## src/hw/amrm_regs.svh

```systemverilog
`ifndef AMRM_REGS_SVH
`define AMRM_REGS_SVH

// ------------------------------------------------------------------
// Register offsets
// ------------------------------------------------------------------
`define AMRM_OFS_CTRL 8'h00
`define AMRM_OFS_ADDR 8'h04
`define AMRM_OFS_DATA 8'h08
`define AMRM_OFS_STATUS 8'h0C

// ------------------------------------------------------------------
// Field positions and widths
// ------------------------------------------------------------------
`define AMRM_CTRL_MODE_BIT 0
`define AMRM_CTRL_WAIT_LSB 4
`define AMRM_CTRL_WAIT_W 5
`define AMRM_CTRL_HOLD_LSB 12
`define AMRM_CTRL_HOLD_W 3
`define AMRM_CTRL_IDLE_LSB 16
`define AMRM_CTRL_IDLE_W 3
`define AMRM_ADDR_BANK_LSB 24
`define AMRM_STAT_BUSY_BIT 0
`define AMRM_STAT_DONE_BIT 1
`define AMRM_STAT_REFUSED_BIT 2
`define AMRM_STAT_WRITE_OK_BIT 3

// ------------------------------------------------------------------
// Reset values
// ------------------------------------------------------------------
`define AMRM_CTRL_RESET 32'h0001_001F

// ------------------------------------------------------------------
// Timing counts in memory-interface clock cycles
// ------------------------------------------------------------------
`define AMRM_RD_WR_GAP_MIN 4'h5
`define AMRM_RD_WR_GAP_SUB 4'h4

`endif

```

## src/hw/amrm_pkg.sv

```systemverilog
package amrm_pkg;

   // Read sequencer states, one-hot.
   typedef enum logic [3:0] {
      st_idle = 4'h1,
      st_setup = 4'h2,
      st_strobe = 4'h4,
      st_recov = 4'h8
   } amrm_state_type;

endpackage

```

## src/hw/amrm_sync_if.sv

```systemverilog
`timescale 1ns/10ps
`default_nettype none

// Acknowledge pin on its way into the clock domain.
interface amrm_sync_if;
   logic ack_raw;
   logic ack_sync;
   modport sync (input ack_raw, output ack_sync);
   modport user (output ack_raw, input ack_sync);
endinterface

`default_nettype wire

```

## src/hw/amrm_read_master.sv

```systemverilog
`timescale 1ns/10ps
`default_nettype none

`include "amrm_regs.svh"

// What this block does
// - Read strobe stays low for the programmed wait-state count of clock cycles (one for zero), longer while acknowledge is low.
// - Address and bank selects are valid one cycle before the strobe falls.
// - Address and selects stay stable for read-hold cycles after strobe rises.
// - Strobe rise to next fall spans read-hold plus idle cycles plus one.
// - Same-bank back-to-back reads without idle cycles are spaced one plus read-hold.
// - Reads to another bank use the same strobe-high to strobe-low gap.
// - A write may follow a read after max(5, idle count plus 1) cycles.
// - Strobe, acknowledge and data behaviour apply only in asynchronous access mode.
module amrm_read_master
   import amrm_pkg::*;
#(
   parameter int ADDR_W = 24,
   parameter int DATA_W = 8,
   parameter int BANK_W = 2
)
(
   // Clock and reset.
   input wire logic sys_clk_i,
   input wire logic rst_i,
   // Register port.
   input wire logic [7:0] reg_addr_i,
   input wire logic [31:0] reg_wdata_i,
   input wire logic reg_wr_i,
   input wire logic reg_rd_i,
   output logic [31:0] reg_rdata_o,
   // External memory pins.
   output logic [ADDR_W-1:0] memory_address_o,
   output logic [(1<<BANK_W)-1:0] memory_bank_select_n_o,
   output logic read_strobe_n_o,
   output logic write_strobe_n_o,
   input wire logic memory_acknowledge_i,
   input wire logic [DATA_W-1:0] memory_data_bus_i,
   output logic [DATA_W-1:0] memory_data_bus_o,
   output logic memory_data_bus_oe_o,
   // Read-to-write spacing met, for the write side.
   output logic write_allowed_o
);

   // ------------------------------------------------------------------
   // Declarations
   // ------------------------------------------------------------------
   amrm_sync_if ack_link ();
   amrm_state_type state;
   logic [31:0] async_memory_control;
   logic async_mode;
   logic [4:0] wait_cfg;
   logic [4:0] wait_eff;
   logic [2:0] read_hold_cycles;
   logic [2:0] idle_cycle_count;
   logic [3:0] gap_len;
   logic [3:0] rw_gap;
   logic pend_valid;
   logic [ADDR_W-1:0] pend_addr;
   logic [BANK_W-1:0] pend_bank;
   logic [BANK_W-1:0] bank;
   logic sel_active;
   logic [4:0] cnt;
   logic [3:0] rcnt;
   logic [7:0] since_rise;
   logic [DATA_W-1:0] read_data;
   logic done_flag;
   logic refused_flag;
   logic strobe_done;
   logic take;
   logic addr_wr;
   logic accept;

   // ------------------------------------------------------------------
   // Configuration decode
   // ------------------------------------------------------------------
   // Control fields; a zero wait count still gives a one-cycle strobe.
   assign async_mode = async_memory_control[`AMRM_CTRL_MODE_BIT];
   assign wait_cfg = async_memory_control[`AMRM_CTRL_WAIT_LSB +: `AMRM_CTRL_WAIT_W];
   assign read_hold_cycles = async_memory_control[`AMRM_CTRL_HOLD_LSB +: `AMRM_CTRL_HOLD_W];
   assign idle_cycle_count = async_memory_control[`AMRM_CTRL_IDLE_LSB +: `AMRM_CTRL_IDLE_W];
   assign wait_eff = (wait_cfg == 5'h00) ? 5'h01 : wait_cfg;
   assign gap_len = {1'b0, read_hold_cycles} + {1'b0, idle_cycle_count};
   // Read-to-write gap is 5 + (idle - 4), never below 5.
   assign rw_gap = ({1'b0, idle_cycle_count} > `AMRM_RD_WR_GAP_SUB)
      ? (`AMRM_RD_WR_GAP_MIN + {1'b0, idle_cycle_count} - `AMRM_RD_WR_GAP_SUB)
      : `AMRM_RD_WR_GAP_MIN;

   // ------------------------------------------------------------------
   // Acknowledge synchroniser
   // ------------------------------------------------------------------
   assign ack_link.ack_raw = memory_acknowledge_i;

   amrm_ack_sync u_ack_sync (
      .sys_clk_i(sys_clk_i),
      .rst_i(rst_i),
      .link(ack_link.sync)
   );

   // Access ends once the wait count is spent and acknowledge is high.
   assign strobe_done = (state == st_strobe) && (cnt == 5'h00) && ack_link.ack_sync;
   // A pending read launches from idle or straight after the recovery gap.
   assign take = pend_valid && async_mode && ((state == st_idle)
      || ((state == st_recov) && (rcnt == gap_len - 4'h1))
      || (strobe_done && (gap_len == 4'h0)));

   // ------------------------------------------------------------------
   // Read sequencer
   // ------------------------------------------------------------------
   // Steps setup, strobe, recovery; strobe is held while acknowledge is low.
   always_ff @(posedge sys_clk_i)
   begin
      if (rst_i)
      begin
         state <= st_idle;
         cnt <= 5'h00;
         rcnt <= 4'h0;
         read_strobe_n_o <= 1'b1;
      end
      else if (take)
      begin
         state <= st_setup;
         read_strobe_n_o <= 1'b1;
      end
      else
      begin
         unique case (state)
            st_idle:
            begin
               read_strobe_n_o <= 1'b1;
            end
            st_setup:
            begin
               state <= st_strobe;
               cnt <= wait_eff - 5'h01;
               read_strobe_n_o <= 1'b0;
            end
            st_strobe:
            begin
               if (cnt != 5'h00)
               begin
                  cnt <= cnt - 5'h01;
               end
               else if (ack_link.ack_sync)
               begin
                  read_strobe_n_o <= 1'b1;
                  rcnt <= 4'h0;
                  state <= (gap_len == 4'h0) ? st_idle : st_recov;
               end
            end
            st_recov:
            begin
               rcnt <= rcnt + 4'h1;
               if (rcnt == gap_len - 4'h1)
               begin
                  state <= st_idle;
               end
            end
         endcase
      end
   end

   // ------------------------------------------------------------------
   // Address and bank selects
   // ------------------------------------------------------------------
   // Address is loaded at setup and held until the next setup.
   always_ff @(posedge sys_clk_i)
   begin
      if (rst_i)
      begin
         memory_address_o <= '0;
         bank <= '0;
         sel_active <= 1'b0;
      end
      else if (take)
      begin
         memory_address_o <= pend_addr;
         bank <= pend_bank;
         sel_active <= 1'b1;
      end
      else if ((strobe_done && (read_hold_cycles == 3'h0))
         || ((state == st_recov) && ({1'b0, rcnt} + 5'h01 >= {2'h0, read_hold_cycles})))
      begin
         sel_active <= 1'b0;
      end
   end

   // One active-low select per bank.
   for (genvar i = 0; i < (1 << BANK_W); i++)
   begin : g_sel
      always_ff @(posedge sys_clk_i)
      begin
         if (rst_i)
         begin
            memory_bank_select_n_o[i] <= 1'b1;
         end
         else
         begin
            memory_bank_select_n_o[i] <= !((take || (sel_active && !(
               (strobe_done && (read_hold_cycles == 3'h0))
               || ((state == st_recov)
               && ({1'b0, rcnt} + 5'h01 >= {2'h0, read_hold_cycles})))))
               && ((take ? pend_bank : bank) == BANK_W'(i)));
         end
      end
   end

   // ------------------------------------------------------------------
   // Read data and read-to-write spacing
   // ------------------------------------------------------------------
   // Data is qualified by the strobe and taken in its last low cycle.
   always_ff @(posedge sys_clk_i)
   begin
      if (rst_i)
      begin
         read_data <= '0;
      end
      else if (strobe_done)
      begin
         read_data <= memory_data_bus_i;
      end
   end

   // Counts strobe-high cycles, saturating.
   always_ff @(posedge sys_clk_i)
   begin
      if (rst_i)
      begin
         since_rise <= 8'hFF;
      end
      else if (!read_strobe_n_o)
      begin
         since_rise <= 8'h00;
      end
      else if (since_rise != 8'hFF)
      begin
         since_rise <= since_rise + 8'h01;
      end
   end

   assign write_allowed_o = read_strobe_n_o && ((state == st_idle) || (state == st_recov))
      && (since_rise >= {4'h0, rw_gap});
   // This block never writes and never drives the data bus.
   assign write_strobe_n_o = 1'b1;
   assign memory_data_bus_o = '0;
   assign memory_data_bus_oe_o = 1'b0;

   // ------------------------------------------------------------------
   // Register port
   // ------------------------------------------------------------------
   assign addr_wr = reg_wr_i && (reg_addr_i == `AMRM_OFS_ADDR);
   assign accept = addr_wr && async_mode && !pend_valid;

   // Control register, one pending request, sticky flags (set wins).
   always_ff @(posedge sys_clk_i)
   begin
      if (rst_i)
      begin
         async_memory_control <= `AMRM_CTRL_RESET;
         pend_valid <= 1'b0;
         pend_addr <= '0;
         pend_bank <= '0;
         done_flag <= 1'b0;
         refused_flag <= 1'b0;
      end
      else
      begin
         if (reg_wr_i && (reg_addr_i == `AMRM_OFS_CTRL))
         begin
            async_memory_control <= reg_wdata_i;
         end
         if (accept)
         begin
            pend_valid <= 1'b1;
            pend_addr <= reg_wdata_i[ADDR_W-1:0];
            pend_bank <= reg_wdata_i[`AMRM_ADDR_BANK_LSB +: BANK_W];
         end
         else if (take)
         begin
            pend_valid <= 1'b0;
         end
         if (strobe_done)
         begin
            done_flag <= 1'b1;
         end
         else if (reg_wr_i && (reg_addr_i == `AMRM_OFS_STATUS)
            && reg_wdata_i[`AMRM_STAT_DONE_BIT])
         begin
            done_flag <= 1'b0;
         end
         if (addr_wr && !accept)
         begin
            refused_flag <= 1'b1;
         end
         else if (reg_wr_i && (reg_addr_i == `AMRM_OFS_STATUS)
            && reg_wdata_i[`AMRM_STAT_REFUSED_BIT])
         begin
            refused_flag <= 1'b0;
         end
      end
   end

   // Read data stands in the cycle after the read strobe only.
   always_ff @(posedge sys_clk_i)
   begin
      if (rst_i || !reg_rd_i)
      begin
         reg_rdata_o <= 32'h0000_0000;
      end
      else
      begin
         unique case (reg_addr_i)
            `AMRM_OFS_CTRL: reg_rdata_o <= async_memory_control;
            `AMRM_OFS_DATA: reg_rdata_o <= 32'(read_data);
            `AMRM_OFS_STATUS: reg_rdata_o <= {28'h0, write_allowed_o, refused_flag,
               done_flag, (state != st_idle) || pend_valid};
            default: reg_rdata_o <= 32'h0000_0000;
         endcase
      end
   end

   // ------------------------------------------------------------------
   // Assertions
   // ------------------------------------------------------------------
   logic [7:0] low_len;
   logic seen_read;
   logic b2b;

   // Helper counters: strobe-low length, first read seen, back-to-back launch.
   always_ff @(posedge sys_clk_i)
   begin
      if (rst_i)
      begin
         low_len <= 8'h00;
         seen_read <= 1'b0;
         b2b <= 1'b0;
      end
      else
      begin
         low_len <= read_strobe_n_o ? 8'h00 : low_len + 8'h01;
         if (!read_strobe_n_o)
         begin
            seen_read <= 1'b1;
         end
         if (take)
         begin
            b2b <= (state != st_idle);
         end
      end
   end

   a_strobe_width: assert property (@(posedge sys_clk_i) disable iff (rst_i)
      $rose(read_strobe_n_o) |-> (low_len >= {3'h0, wait_eff}))
      else $error("read strobe shorter than wait count");
   a_select_setup: assert property (@(posedge sys_clk_i) disable iff (rst_i)
      $fell(read_strobe_n_o) |-> $stable(memory_bank_select_n_o) && $stable(memory_address_o)
      && (memory_bank_select_n_o != '1))
      else $error("selects not valid before strobe fell");
   a_address_hold: assert property (@(posedge sys_clk_i) disable iff (rst_i)
      (seen_read && (state == st_recov) && (since_rise < {5'h0, read_hold_cycles}))
      |-> $stable(memory_address_o) && (memory_bank_select_n_o != '1))
      else $error("address or select released during hold");
   a_read_gap: assert property (@(posedge sys_clk_i) disable iff (rst_i)
      ($fell(read_strobe_n_o) && seen_read) |-> (since_rise >= {4'h0, gap_len} + 8'h01))
      else $error("strobe high gap too short");
   a_back_gap: assert property (@(posedge sys_clk_i) disable iff (rst_i)
      ($fell(read_strobe_n_o) && b2b) |-> (since_rise == {4'h0, gap_len} + 8'h01))
      else $error("back-to-back gap not exact");
   a_write_gap: assert property (@(posedge sys_clk_i) disable iff (rst_i)
      write_allowed_o |-> $past(read_strobe_n_o, 1) && $past(read_strobe_n_o, 2)
      && $past(read_strobe_n_o, 3) && $past(read_strobe_n_o, 4) && $past(read_strobe_n_o, 5))
      else $error("write allowed too soon after read");
   a_mode_refuse: assert property (@(posedge sys_clk_i) disable iff (rst_i)
      (addr_wr && !async_mode) |=> refused_flag && (state != st_setup))
      else $error("request accepted outside async mode");
   a_ack_extend: assert property (@(posedge sys_clk_i) disable iff (rst_i)
      ((state == st_strobe) && !ack_link.ack_sync) |=> !read_strobe_n_o)
      else $error("strobe rose while acknowledge low");

   c_read_done: cover property (@(posedge sys_clk_i) disable iff (rst_i) strobe_done);
   c_ack_stretch: cover property (@(posedge sys_clk_i) disable iff (rst_i)
      (state == st_strobe) && (cnt == 5'h00) && !ack_link.ack_sync);
   c_back_to_back: cover property (@(posedge sys_clk_i) disable iff (rst_i)
      $fell(read_strobe_n_o) && b2b);

endmodule

`default_nettype wire

```

## src/hw/amrm_ack_sync.sv

```systemverilog
`timescale 1ns/10ps
`default_nettype none

// Two-stage synchroniser for the memory acknowledge pin.
module amrm_ack_sync
   import amrm_pkg::*;
(
   // Clock and reset.
   input wire logic sys_clk_i,
   input wire logic rst_i,
   // Pin and synchronised level.
   amrm_sync_if.sync link
);

   logic stage1;
   logic stage2;

   // The first stage feeds only the second; reset reads as acknowledged.
   always_ff @(posedge sys_clk_i)
   begin
      if (rst_i)
      begin
         stage1 <= 1'b1;
         stage2 <= 1'b1;
      end
      else
      begin
         stage1 <= link.ack_raw;
         stage2 <= stage1;
      end
   end

   assign link.ack_sync = stage2;

endmodule

`default_nettype wire

```

## config.mk

```make
export PLATFORM = sky130hd
export DESIGN_NAME = amrm_read_master
export DESIGN_NICKNAME = d
export VERILOG_FILES = /design/src/hw/amrm_pkg.sv /design/src/hw/amrm_sync_if.sv /design/src/hw/amrm_read_master.sv /design/src/hw/amrm_ack_sync.sv
export VERILOG_INCLUDE_DIRS = /design/src /design/src/hw
export SDC_FILE = /design/constraint.sdc
export NUM_CORES = 1
export LEC_CHECK = 0
export BUFFER_PORTS_ARGS = -buffer_cell sky130_fd_sc_hd__buf_4
export CORE_ASPECT_RATIO = 0.8
export CORE_MARGIN = 2
export CORE_UTILIZATION = 40
export DETAILED_ROUTE_END_ITERATION = 12
export PLACE_DENSITY = 0.69
export SYNTH_ARGS = -nofsm -noshare
export SYNTH_HDL_FRONTEND = slang
export SYNTH_SLANG_ARGS = --single-unit
```

## constraint.sdc

```tcl
create_clock -name sys_clk_i -period 3.5 [get_ports sys_clk_i]
set_clock_uncertainty 0.05 [all_clocks]
set_input_delay 0.35 -clock sys_clk_i [delete_from_list [all_inputs] [get_ports sys_clk_i]]
set_output_delay 0.35 -clock sys_clk_i [all_outputs]
set_load 0.01 [all_outputs]
```

# Word level (Yosys, flattened, before mapping)

Cells that the tools add are included.

Input bits: 53
Flip-flop bits (word level): 156
Output and inout port bits: 72

Reductions and logical operators: 60
Bitwise logic cells: 1
Equality and inequality tests: 21
$lt $le $gt $ge: 3
Add/subtract/negate cells: 9
Multiplexer cells: 28

Operator list:

| cell                                             | number |
|---|---|
| case mux 32 bit (3 select lines)                 | 1 |
| 2-to-1 mux 4 bit                                 | 7 |
| logical AND 1 bit                                | 23 |
| == test 8 x 4 -> 1 bit, second input constant    | 2 |
| 2-to-1 mux 8 bit                                 | 2 |
| case mux 4 bit (3 select lines)                  | 1 |
| AND reduction 4 bit                              | 3 |
| nonzero test 2 bit                               | 6 |
| logical NOT 5 bit                                | 2 |
| 2-to-1 mux 1 bit                                 | 10 |
| 2-to-1 mux 5 bit                                 | 2 |
| case mux 5 bit (2 select lines)                  | 1 |
| subtractor 5 x 1 -> 5 bit, second input constant | 2 |
| adder 8 x 1 -> 8 bit, second input constant      | 1 |
| == test 8 x 3 -> 1 bit, second input constant    | 1 |
| greater-or-equal comparator 8 x 4 -> 1 bit       | 1 |
| logical NOT 1 bit                                | 8 |
| logical NOT 8 bit                                | 1 |
| != test 8 bit, second input constant             | 1 |
| case mux 4 bit (2 select lines)                  | 1 |
| logical OR 1 bit                                 | 7 |
| != test 2 x 1 -> 1 bit, second input constant    | 3 |
| != test 3 bit, second input constant             | 2 |
| AND reduction 3 bit                              | 2 |
| other kinds (28)                                 | 32 |

# Logic depth before layout (Yosys ltp)

Gate-level depths: netlist of run 1.

Depth in word-level cells: 11
Depth in mapped cells: 12

# Hierarchy

From an unflattened synthesis of run 1, not the netlist that was laid out.

Cells, all modules: 748
Area total of the unflattened synthesis: 6507.5 um^2

By module, submodules not included:

| module           | area an instance (um^2) | seq. area each (um^2) | instances | cells each |
|---|---|---|---|---|
| amrm_read_master | 6454.9                  | 3083.0                | 1         | 744 |
| amrm_ack_sync    | 52.6                    | 40.0                  | 1         | 4 |

# Worst setup path before layout of run 1

Ideal clock, no wire load.

Path kind: register to register
From: reg async_memory_control[12]
To: reg rcnt[0]
Period minus slack after synthesis: 2.715 ns
Stages on the path, launching flop included: 12
Arrival time: 2.595 ns
Data required time: 3.380 ns
Path slack: 0.785 ns
Cell sequence: dfxtp_1 > ha_1 > fa_1 > inv_1 > ha_1 > xnor2_1 > xnor2_1 > and3b_1 > a22o_4 > buf_8 > or3_1 > a21oi_1

Word-level cells in the longest chain between the ends: 9
Elaborated cells between the ends (all ways): 11
Classes of those cells: add/sub: 2; eq/ne: 1; bitwise: 1; reduce/logical: 7

RTL lines:

| what                                     | line                    | source |
|---|---|---|
| from (decl)                              | amrm_read_master.sv:50  | `logic [31:0] async_memory_control;` |
| from (signal assigned)                   | amrm_read_master.sv:259 | `` async_memory_control <= `AMRM_CTRL_RESET; `` |
| from (signal assigned)                   | amrm_read_master.sv:270 | `async_memory_control <= reg_wdata_i;` |
| adder 3 x 3 -> 4 bit (*)                 | amrm_read_master.sv:83  | `assign gap_len = {1'b0, read_hold_cycles} + {1'b0, idle_cycle_count};` |
| subtractor 4 x 1 -> 4 bit                | amrm_read_master.sv:104 | `\|\| ((state == st_recov) && (rcnt == gap_len - 4'h1))` |
| == test 4 bit                            | amrm_read_master.sv:104 |  |
| logical AND 1 bit                        | amrm_read_master.sv:104 |  |
| logical OR 1 bit                         | amrm_read_master.sv:104 |  |
| logical OR 1 bit (*)                     | amrm_read_master.sv:105 | `\|\| (strobe_done && (gap_len == 4'h0)));` |
| logical AND 1 bit (*)                    | amrm_read_master.sv:103 | `assign take = pend_valid && async_mode && ((state == st_idle)` |
| inverter 1 bit (no source line) (*)      | --                      |  |
| AND reduction 4 bit (no source line) (*) | --                      |  |
| to (signal assigned)                     | amrm_read_master.sv:153 | `rcnt <= rcnt + 4'h1;` |
| to (decl)                                | amrm_read_master.sv:64  | `logic [3:0] rcnt;` |

Mark *: on every way between the ends. The rest lies on a longest branch, timed or not.
A chain may end at the register's enable or synchronous reset.

# Worst setup path in the final report of run 1

From: reg async_memory_control[16]
To: reg memory_bank_select_n_o[3]

Word-level cells in the longest chain between the ends: 11
Elaborated cells between the ends (all ways): 14
Classes of those cells: add/sub: 2; eq/ne: 2; mux: 1; reduce/logical: 9

RTL lines:

| what                            | line                    | source |
|---|---|---|
| adder 3 x 3 -> 4 bit (*)        | amrm_read_master.sv:83  |  |
| subtractor 4 x 1 -> 4 bit       | amrm_read_master.sv:104 |  |
| == test 4 bit                   | amrm_read_master.sv:104 |  |
| logical AND 1 bit               | amrm_read_master.sv:104 |  |
| logical OR 1 bit                | amrm_read_master.sv:104 |  |
| logical OR 1 bit (*)            | amrm_read_master.sv:105 |  |
| logical AND 1 bit (*)           | amrm_read_master.sv:103 |  |
| 2-to-1 mux 2 bit                | amrm_read_master.sv:203 | `&& ((take ? pend_bank : bank) == BANK_W'(i)));` |
| == test 2 bit                   | amrm_read_master.sv:203 |  |
| logical AND 1 bit (*)           | amrm_read_master.sv:203 |  |
| logical NOT 1 bit (*)           | amrm_read_master.sv:199 | `memory_bank_select_n_o[i] <= !((take \|\| (sel_active && !(` |
| to (signal, indexed assignment) | amrm_read_master.sv:199 |  |
| to (decl)                       | amrm_read_master.sv:34  | `output logic [(1<<BANK_W)-1:0] memory_bank_select_n_o,` |

Marks and branches as above.

==> impl_metrics.json, run 1 <==
{
  "root_buffer": "clkbuf_16",
  "reg2reg_depth": 10,
  "power_frac_comb_pct": 7.9,
  "drv_slew": 0,
  "avgViaCountPerCell": 5.021,
  "hold_class": "in2reg",
  "die_h_um": 118.1,
  "drtPass1Iterations": 4,
  "fill_cells": 1501,
  "synth.most_common_cell": "dfxtp_1",
  "synthCells": 748,
  "powerDensity_mw_per_mm2": 511.4,
  "fin_crit_sh_pct": 87.67,
  "seq_area_frac_synth_pct": 47.99,
  "die-area_mm2": 0.01731,
  "synth.area.top_cells": "dfxtp_1 (48%), nand2_1 (8.8%), a21oi_1 (6.1%)",
  "diodes": 0,
  "avgSynthCellArea_um2": 8.700,
  "drt-initial-drc-count": 321,
  "grt.overflow.total": 0,
  "setup_violations": 0,
  "worst-r2r-setup-slack_ps": 430,
  "synth_edf_count": 0,
  "crit_type": "reg2reg",
  "placed_cells": 1040,
  "utilization_pct": 50.94,
  "ys_top_cells_by_count": "dfxtp_1 (156), nand2_1 (152), a21oi_1 (79)",
  "drt_drc_violations_left": 0,
  "seqCellArea_mm2": 0.003123,
  "dr_total_vias": 5382,
  "r2r_end": "memory_bank_select_n_o[3]",
  "cp-start-kind": "flip-flop",
  "place_area_mm2": 0.007445,
  "min_from": "memory_acknowledge_i",
  "clock_power_share_pct": 47.4,
  "swShare_pct": 23.58,
  "dp_hpwl_um": 10610,
  "crit_fanout": 46,
  "power_mw": 4.129,
  "min_period_ps": 3068,
  "grt_max_degree": 68,
  "initial_core_util_pct": 41.05,
  "synth_area_leader_cell": "dfxtp_1",
  "hold_ws_ps": 69.52,
  "cp_data_required_time_ps": 3760,
  "synth_cell_types": 57,
  "synth_area_mm2": 0.006507,
  "cts_hold_buf": 0,
  "min_to": "u_ack_sync.stage1",
  "arrival_ps": 3330,
  "clock_latency_ps": 420,
  "finalNetCount": 914,
  "async_reset_ff_share_pct": 0,
  "clockBufferDepth": 2,
  "area_growth_pct": 24.09,
  "track_usage_pct": 18.62,
  "fp.dieW_um": 146.6,
  "rows": 41,
  "power.leakage_nw": 3.244,
  "power_frac_seq_pct": 44.7,
  "antenna_found_initial": 0,
  "slew_headroom_pct": 27.48,
  "switchingPower_mw": 0.9739,
  "wl_per_cell_um": 14.72,
  "ir_drop_uv": 331.5,
  "routabilityCongestion": 0.7999,
  "tns_ps": 0,
  "synth_top_area_share_pct": 47.99,
  "pin_count": 125,
  "yosys_warnings": 0,
  "grt_pass1_wl_um": 25830,
  "dpl_worst_slack_ps": 441.9,
  "final_hold_viol_count": 0,
  "path_clk_slew_ps": 60,
  "coreArea_mm2": 0.01585,
  "rsz0062_at_grt": "no",
  "cts_buffers": 17,
  "ctsResizeCount": 0,
  "cts_setup_buffers": 0,
  "whs_path_depth": 2,
  "portBuffers": 114,
  "rr_startpoint": "async_memory_control[16]",
  "fmaxAchievable_mhz": 325.9,
  "outcome": "completed",
  "cts_max_level": 4,
  "ys_seq_elements": 156,
  "final_cell_area_mm2": 0.008075,
  "ant_nets": 0,
  "ys.flop_type": "dfxtp_1",
  "grt_pass1_vias": 5026,
  "final_cells": 1072,
  "worst_setup_path_end_kind": "flip-flop",
  "worst_slack_ps": 431.6,
  "max_slew.worst_pin.slew_ps": 1088,
  "cts_tree": "yes",
  "wl_um": 15780,
  "multiInputGateArea_mm2": 0.003050,
  "intPower_mw": 3.156,
  "cts_sinks": 156,
  "max_cap_violations": 0,
  "drive_above_1_share_pct": 21.00
}
worst max-delay path, cell delays in order, from the launching register on:
cell and delay, ps:
dfxtp_1 360, ha_1 240, fa_1 550, inv_1 60, ha_1 280, xnor2_1 130
nor3_2 160, and3b_1 190, a22o_4 520, o21ba_2 290, o21ai_1 80
worst max path at each step:
stage / startpoint / endpoint / slack, ps / cells past startpoint
floorplan: async_memory_control[12] / rcnt[0] / 790 / 11
detailed placement: async_memory_control[16] / rcnt[3] / 440 / 10
global placement: async_memory_control[12] / memory_bank_select_n_o[2] / 480 / 10
CTS: async_memory_control[16] / rcnt[3] / 420 / 10
finish: async_memory_control[16] / memory_bank_select_n_o[3] / 430 / 10
global route: async_memory_control[16] / rcnt[1] / 210 / 10
state kept, by name, indices dropped and copies added, names as in the netlist, 2 cells and up:
name	count
async_memory_control	32
reg_rdata_o	32
memory_address_o	24
pend_addr	24
read_data	8
since_rise	8
cnt	5
memory_bank_select_n_o	4
rcnt	4
state	4
bank	2
pend_bank	2
area by class of cell:
cell class / count / area share (%)
multi-input cells: 527 / 37.78
flip-flops and latches: 156 / 38.67
clock inverters: 13 / 2.200
clock buffers: 19 / 5.609
inverters: 17 / 0.7902
repair buffers: 125 / 11.62
well taps: 215 / 3.331
per-layer routing:
metal	wire, um	GRT usage, %	share of wire [%]
met1	7838	25.97	50
met2	6883	27.52	44
met3	953	6.395	6.0
met4	107	4.612	0.68
met5	0	0	0
cell families after synthesis:
kind of cell / count (synthesis) / synth area share [%]
AOI/OAI and AO/OA: 144 / 13.04
xor gates and xnor gates: 10 / 1.346
adders and majority gates: 17 / 3.384
buffers and inverters: 73 / 5.807
DFF: 156 / 47.99
muxes: 41 / 6.403
other: 2 / 0.1154
and+or+nand+nor: 305 / 21.92
power by group through the flow:
stage                     Sequential [mW]  Combinational [mW]  Clock (mW)
final                                1.85               0.328        1.96
after global placement               1.88               0.324           0
after floorplan                      1.87               0.250           0
after CTS                            1.85               0.329        1.98
after global routing                 1.85               0.372        2.07
after detailed placement             1.88               0.329           0
cell usage in the layout (no fill, tap or decap), types with 4 or more instances in the layout:
cell type     n
a21o_1        7
a21oi_1      79
a22oi_1       5
a31oi_1       7
and3_1       28
buf_4       125
clkbuf_16    17
clkinvlp_4    4
conb_1       10
dfxtp_1     156
ha_1         16
inv_1        17
inv_6         4
mux2_2        5
mux2i_1      36
nand2_1     152
nand2b_1     10
nand3_1       9
nand3b_1      5
nor2_1       52
nor2b_1       5
nor3_1       12
o21ai_0      19
o21ai_1       6
or2_2         6
xnor2_1       9
Note: power is estimated with default switching activity, not from simulation.
==> inputs of run 2 (changes only) <==
CORE_UTILIZATION = 45   (was 40)
PLACE_DENSITY = 0.75   (was 0.69)
==> run 2 against run 1 <==
  * Clock power is 4% lower
  * Register-to-register slack worse by 30 ps
  * Wire length is 0.17% lower
  * First-iteration DRC count is 31% higher
  * Highest routed layer unchanged
==> impl_metrics.json, run 2 (same netlist as run 1, synthesis figures left out) <==
{
  "cts_sinks": 156,
  "drtPass1Iterations": 5,
  "clockBufferDepth": 2,
  "drv_slew": 0,
  "cpMostUsedCell": "ha_1",
  "rows": 39,
  "track_usage_pct": 20.75,
  "routabilityCongestion": 0.7888,
  "critical-path-max-stage-delay_ps": 560,
  "rsz0062_at_grt": "no",
  "portBuffers": 114,
  "diodes": 0,
  "finalNetCount": 913,
  "critical-path-top-delay-family": "adder cells",
  "crit_fanout": 46,
  "switchingPower_mw": 0.9495,
  "max_cap_violations": 0,
  "clock_latency_ps": 430,
  "arrival_ps": 3350,
  "powerDensity_mw_per_mm2": 506.0,
  "crit_type": "reg2reg",
  "rr_startpoint": "async_memory_control[12]",
  "die_h_um": 111.6,
  "fill_cells": 1257,
  "worst_setup_path_end_kind": "flip-flop",
  "ir_drop_uv": 394.5,
  "critPathBufInv": 1,
  "grt.overflow.total": 0,
  "final_cells": 1040,
  "cp-start-kind": "flip-flop",
  "mostFrequentLayoutCells": "dfxtp_1 (156), nand2_1 (152), buf_4 (124)",
  "power_frac_comb_pct": 8.0,
  "outcome": "completed",
  "wl_um": 15760,
  "dp_hpwl_um": 10190,
  "cts_hold_buf": 0,
  "die-area_mm2": 0.01545,
  "path_clk_slew_ps": 60,
  "pin_count": 125,
  "drt-initial-drc-count": 420,
  "placed_cells": 1008,
  "final_common_cell": "dfxtp_1",
  "wl_per_cell_um": 15.15,
  "max_slew.worst_pin.slew_ps": 1047,
  "fmaxAchievable_mhz": 323.2,
  "drt_drc_violations_left": 0,
  "fp.dieW_um": 138.5,
  "cts_setup_buffers": 0,
  "cp_slowest_cell": "fa_1",
  "setup_violations": 0,
  "clock_power_share_pct": 46.4,
  "hold_class": "in2reg",
  "min_from": "memory_acknowledge_i",
  "hold_ws_ps": 67.52,
  "reg_top3": "async_memory_control (32), reg_rdata_o (32)",
  "critPathLaunch": "async_memory_control[12]",
  "cp_data_required_time_ps": 3760,
  "grt_pass1_vias": 5104,
  "path_cells": "ha_1 > fa_1 > inv_1 > ha_1 > xnor2_1 > nor3_2 > and3b_1 > a22o_4 > o21ba_2 > o21ai_1",
  "drive_above_1_share_pct": 20.68,
  "cts_max_level": 4,
  "cts_tree": "yes",
  "final_hold_viol_count": 0,
  "area_growth_pct": 22.96,
  "tns_ps": 0,
  "min_period_ps": 3094,
  "dr_total_vias": 5413,
  "slew_headroom_pct": 30.17,
  "fin_crit_sh_pct": 88.41,
  "ant_nets": 0,
  "power.leakage_nw": 3.239,
  "cts_buffers": 17,
  "swShare_pct": 23.45,
  "grt_max_degree": 86,
  "intPower_mw": 3.099,
  "grt_pass1_wl_um": 25920,
  "initial_core_util_pct": 45.83,
  "antenna_found_initial": 1,
  "ctsResizeCount": 0,
  "coreArea_mm2": 0.01420,
  "power_frac_seq_pct": 45.6,
  "root_buffer": "clkbuf_16",
  "avgViaCountPerCell": 5.205
}
run 2: power groups by stage:
stage          Sequential, mW  Clock, mW  Combinational [mW]
2_1_floorplan            1.87          0               0.250
3_3_place_gp             1.88          0               0.320
3_5_place_dp             1.88          0               0.326
4_1_cts                  1.84       1.90               0.328
5_1_grt                  1.85       1.99               0.372
6_report                 1.84       1.88               0.325
run 2: path summary, 6_finish.rpt:
check	to	slack [ps]	depth (start not counted)
hold reg to reg	u_ack_sync.link.ack_sync	380	1
setup reg to reg	memory_bank_select_n_o[2]	410	10
hold / removal	u_ack_sync.stage1	70	2
setup / recovery	memory_bank_select_n_o[2]	410	10
run 2: layer usage:
| layer | up-vias | wire length, um | track usage, % |
|---|---|---|---|
| li1 | 2705 | - | - |
| met1 | 2532 | 7479 | 29.11 |
| met2 | 156 | 7011 | 30.96 |
| met3 | 20 | 1044 | 5.849 |
| met4 | 0 | 219 | 6.803 |
| met5 | - | 0 | 0 |
run 2: layout make-up:
class	instances	area [um2]	area share (%)
multi-input cells	527	3050	38.12
well taps	184	230.2	2.877
inverters	17	63.81	0.7975
clock inverters	10	128.9	1.611
clock buffers	22	474.2	5.927
repair buffers	124	930.9	11.63
flip-flops and latches	156	3123	39.03
run 2: through the flow:
| step | utilization (%) | total power [mW] | worst slack [ps] | instance area [um2] |
|---|---|---|---|---|
| floorplan | - | 2.121 | 785.1 | 6538 |
| global placement | 52.10 | 2.204 | 499.6 | 7398 |
| CTS | 56.35 | 4.072 | 416.6 | 8001 |
| detailed placement | 52.10 | 2.209 | 414.7 | 7398 |
| global route | 56.35 | 4.212 | 241.2 | 8001 |
| finish | 56.35 | 4.049 | 405.6 | 8001 |
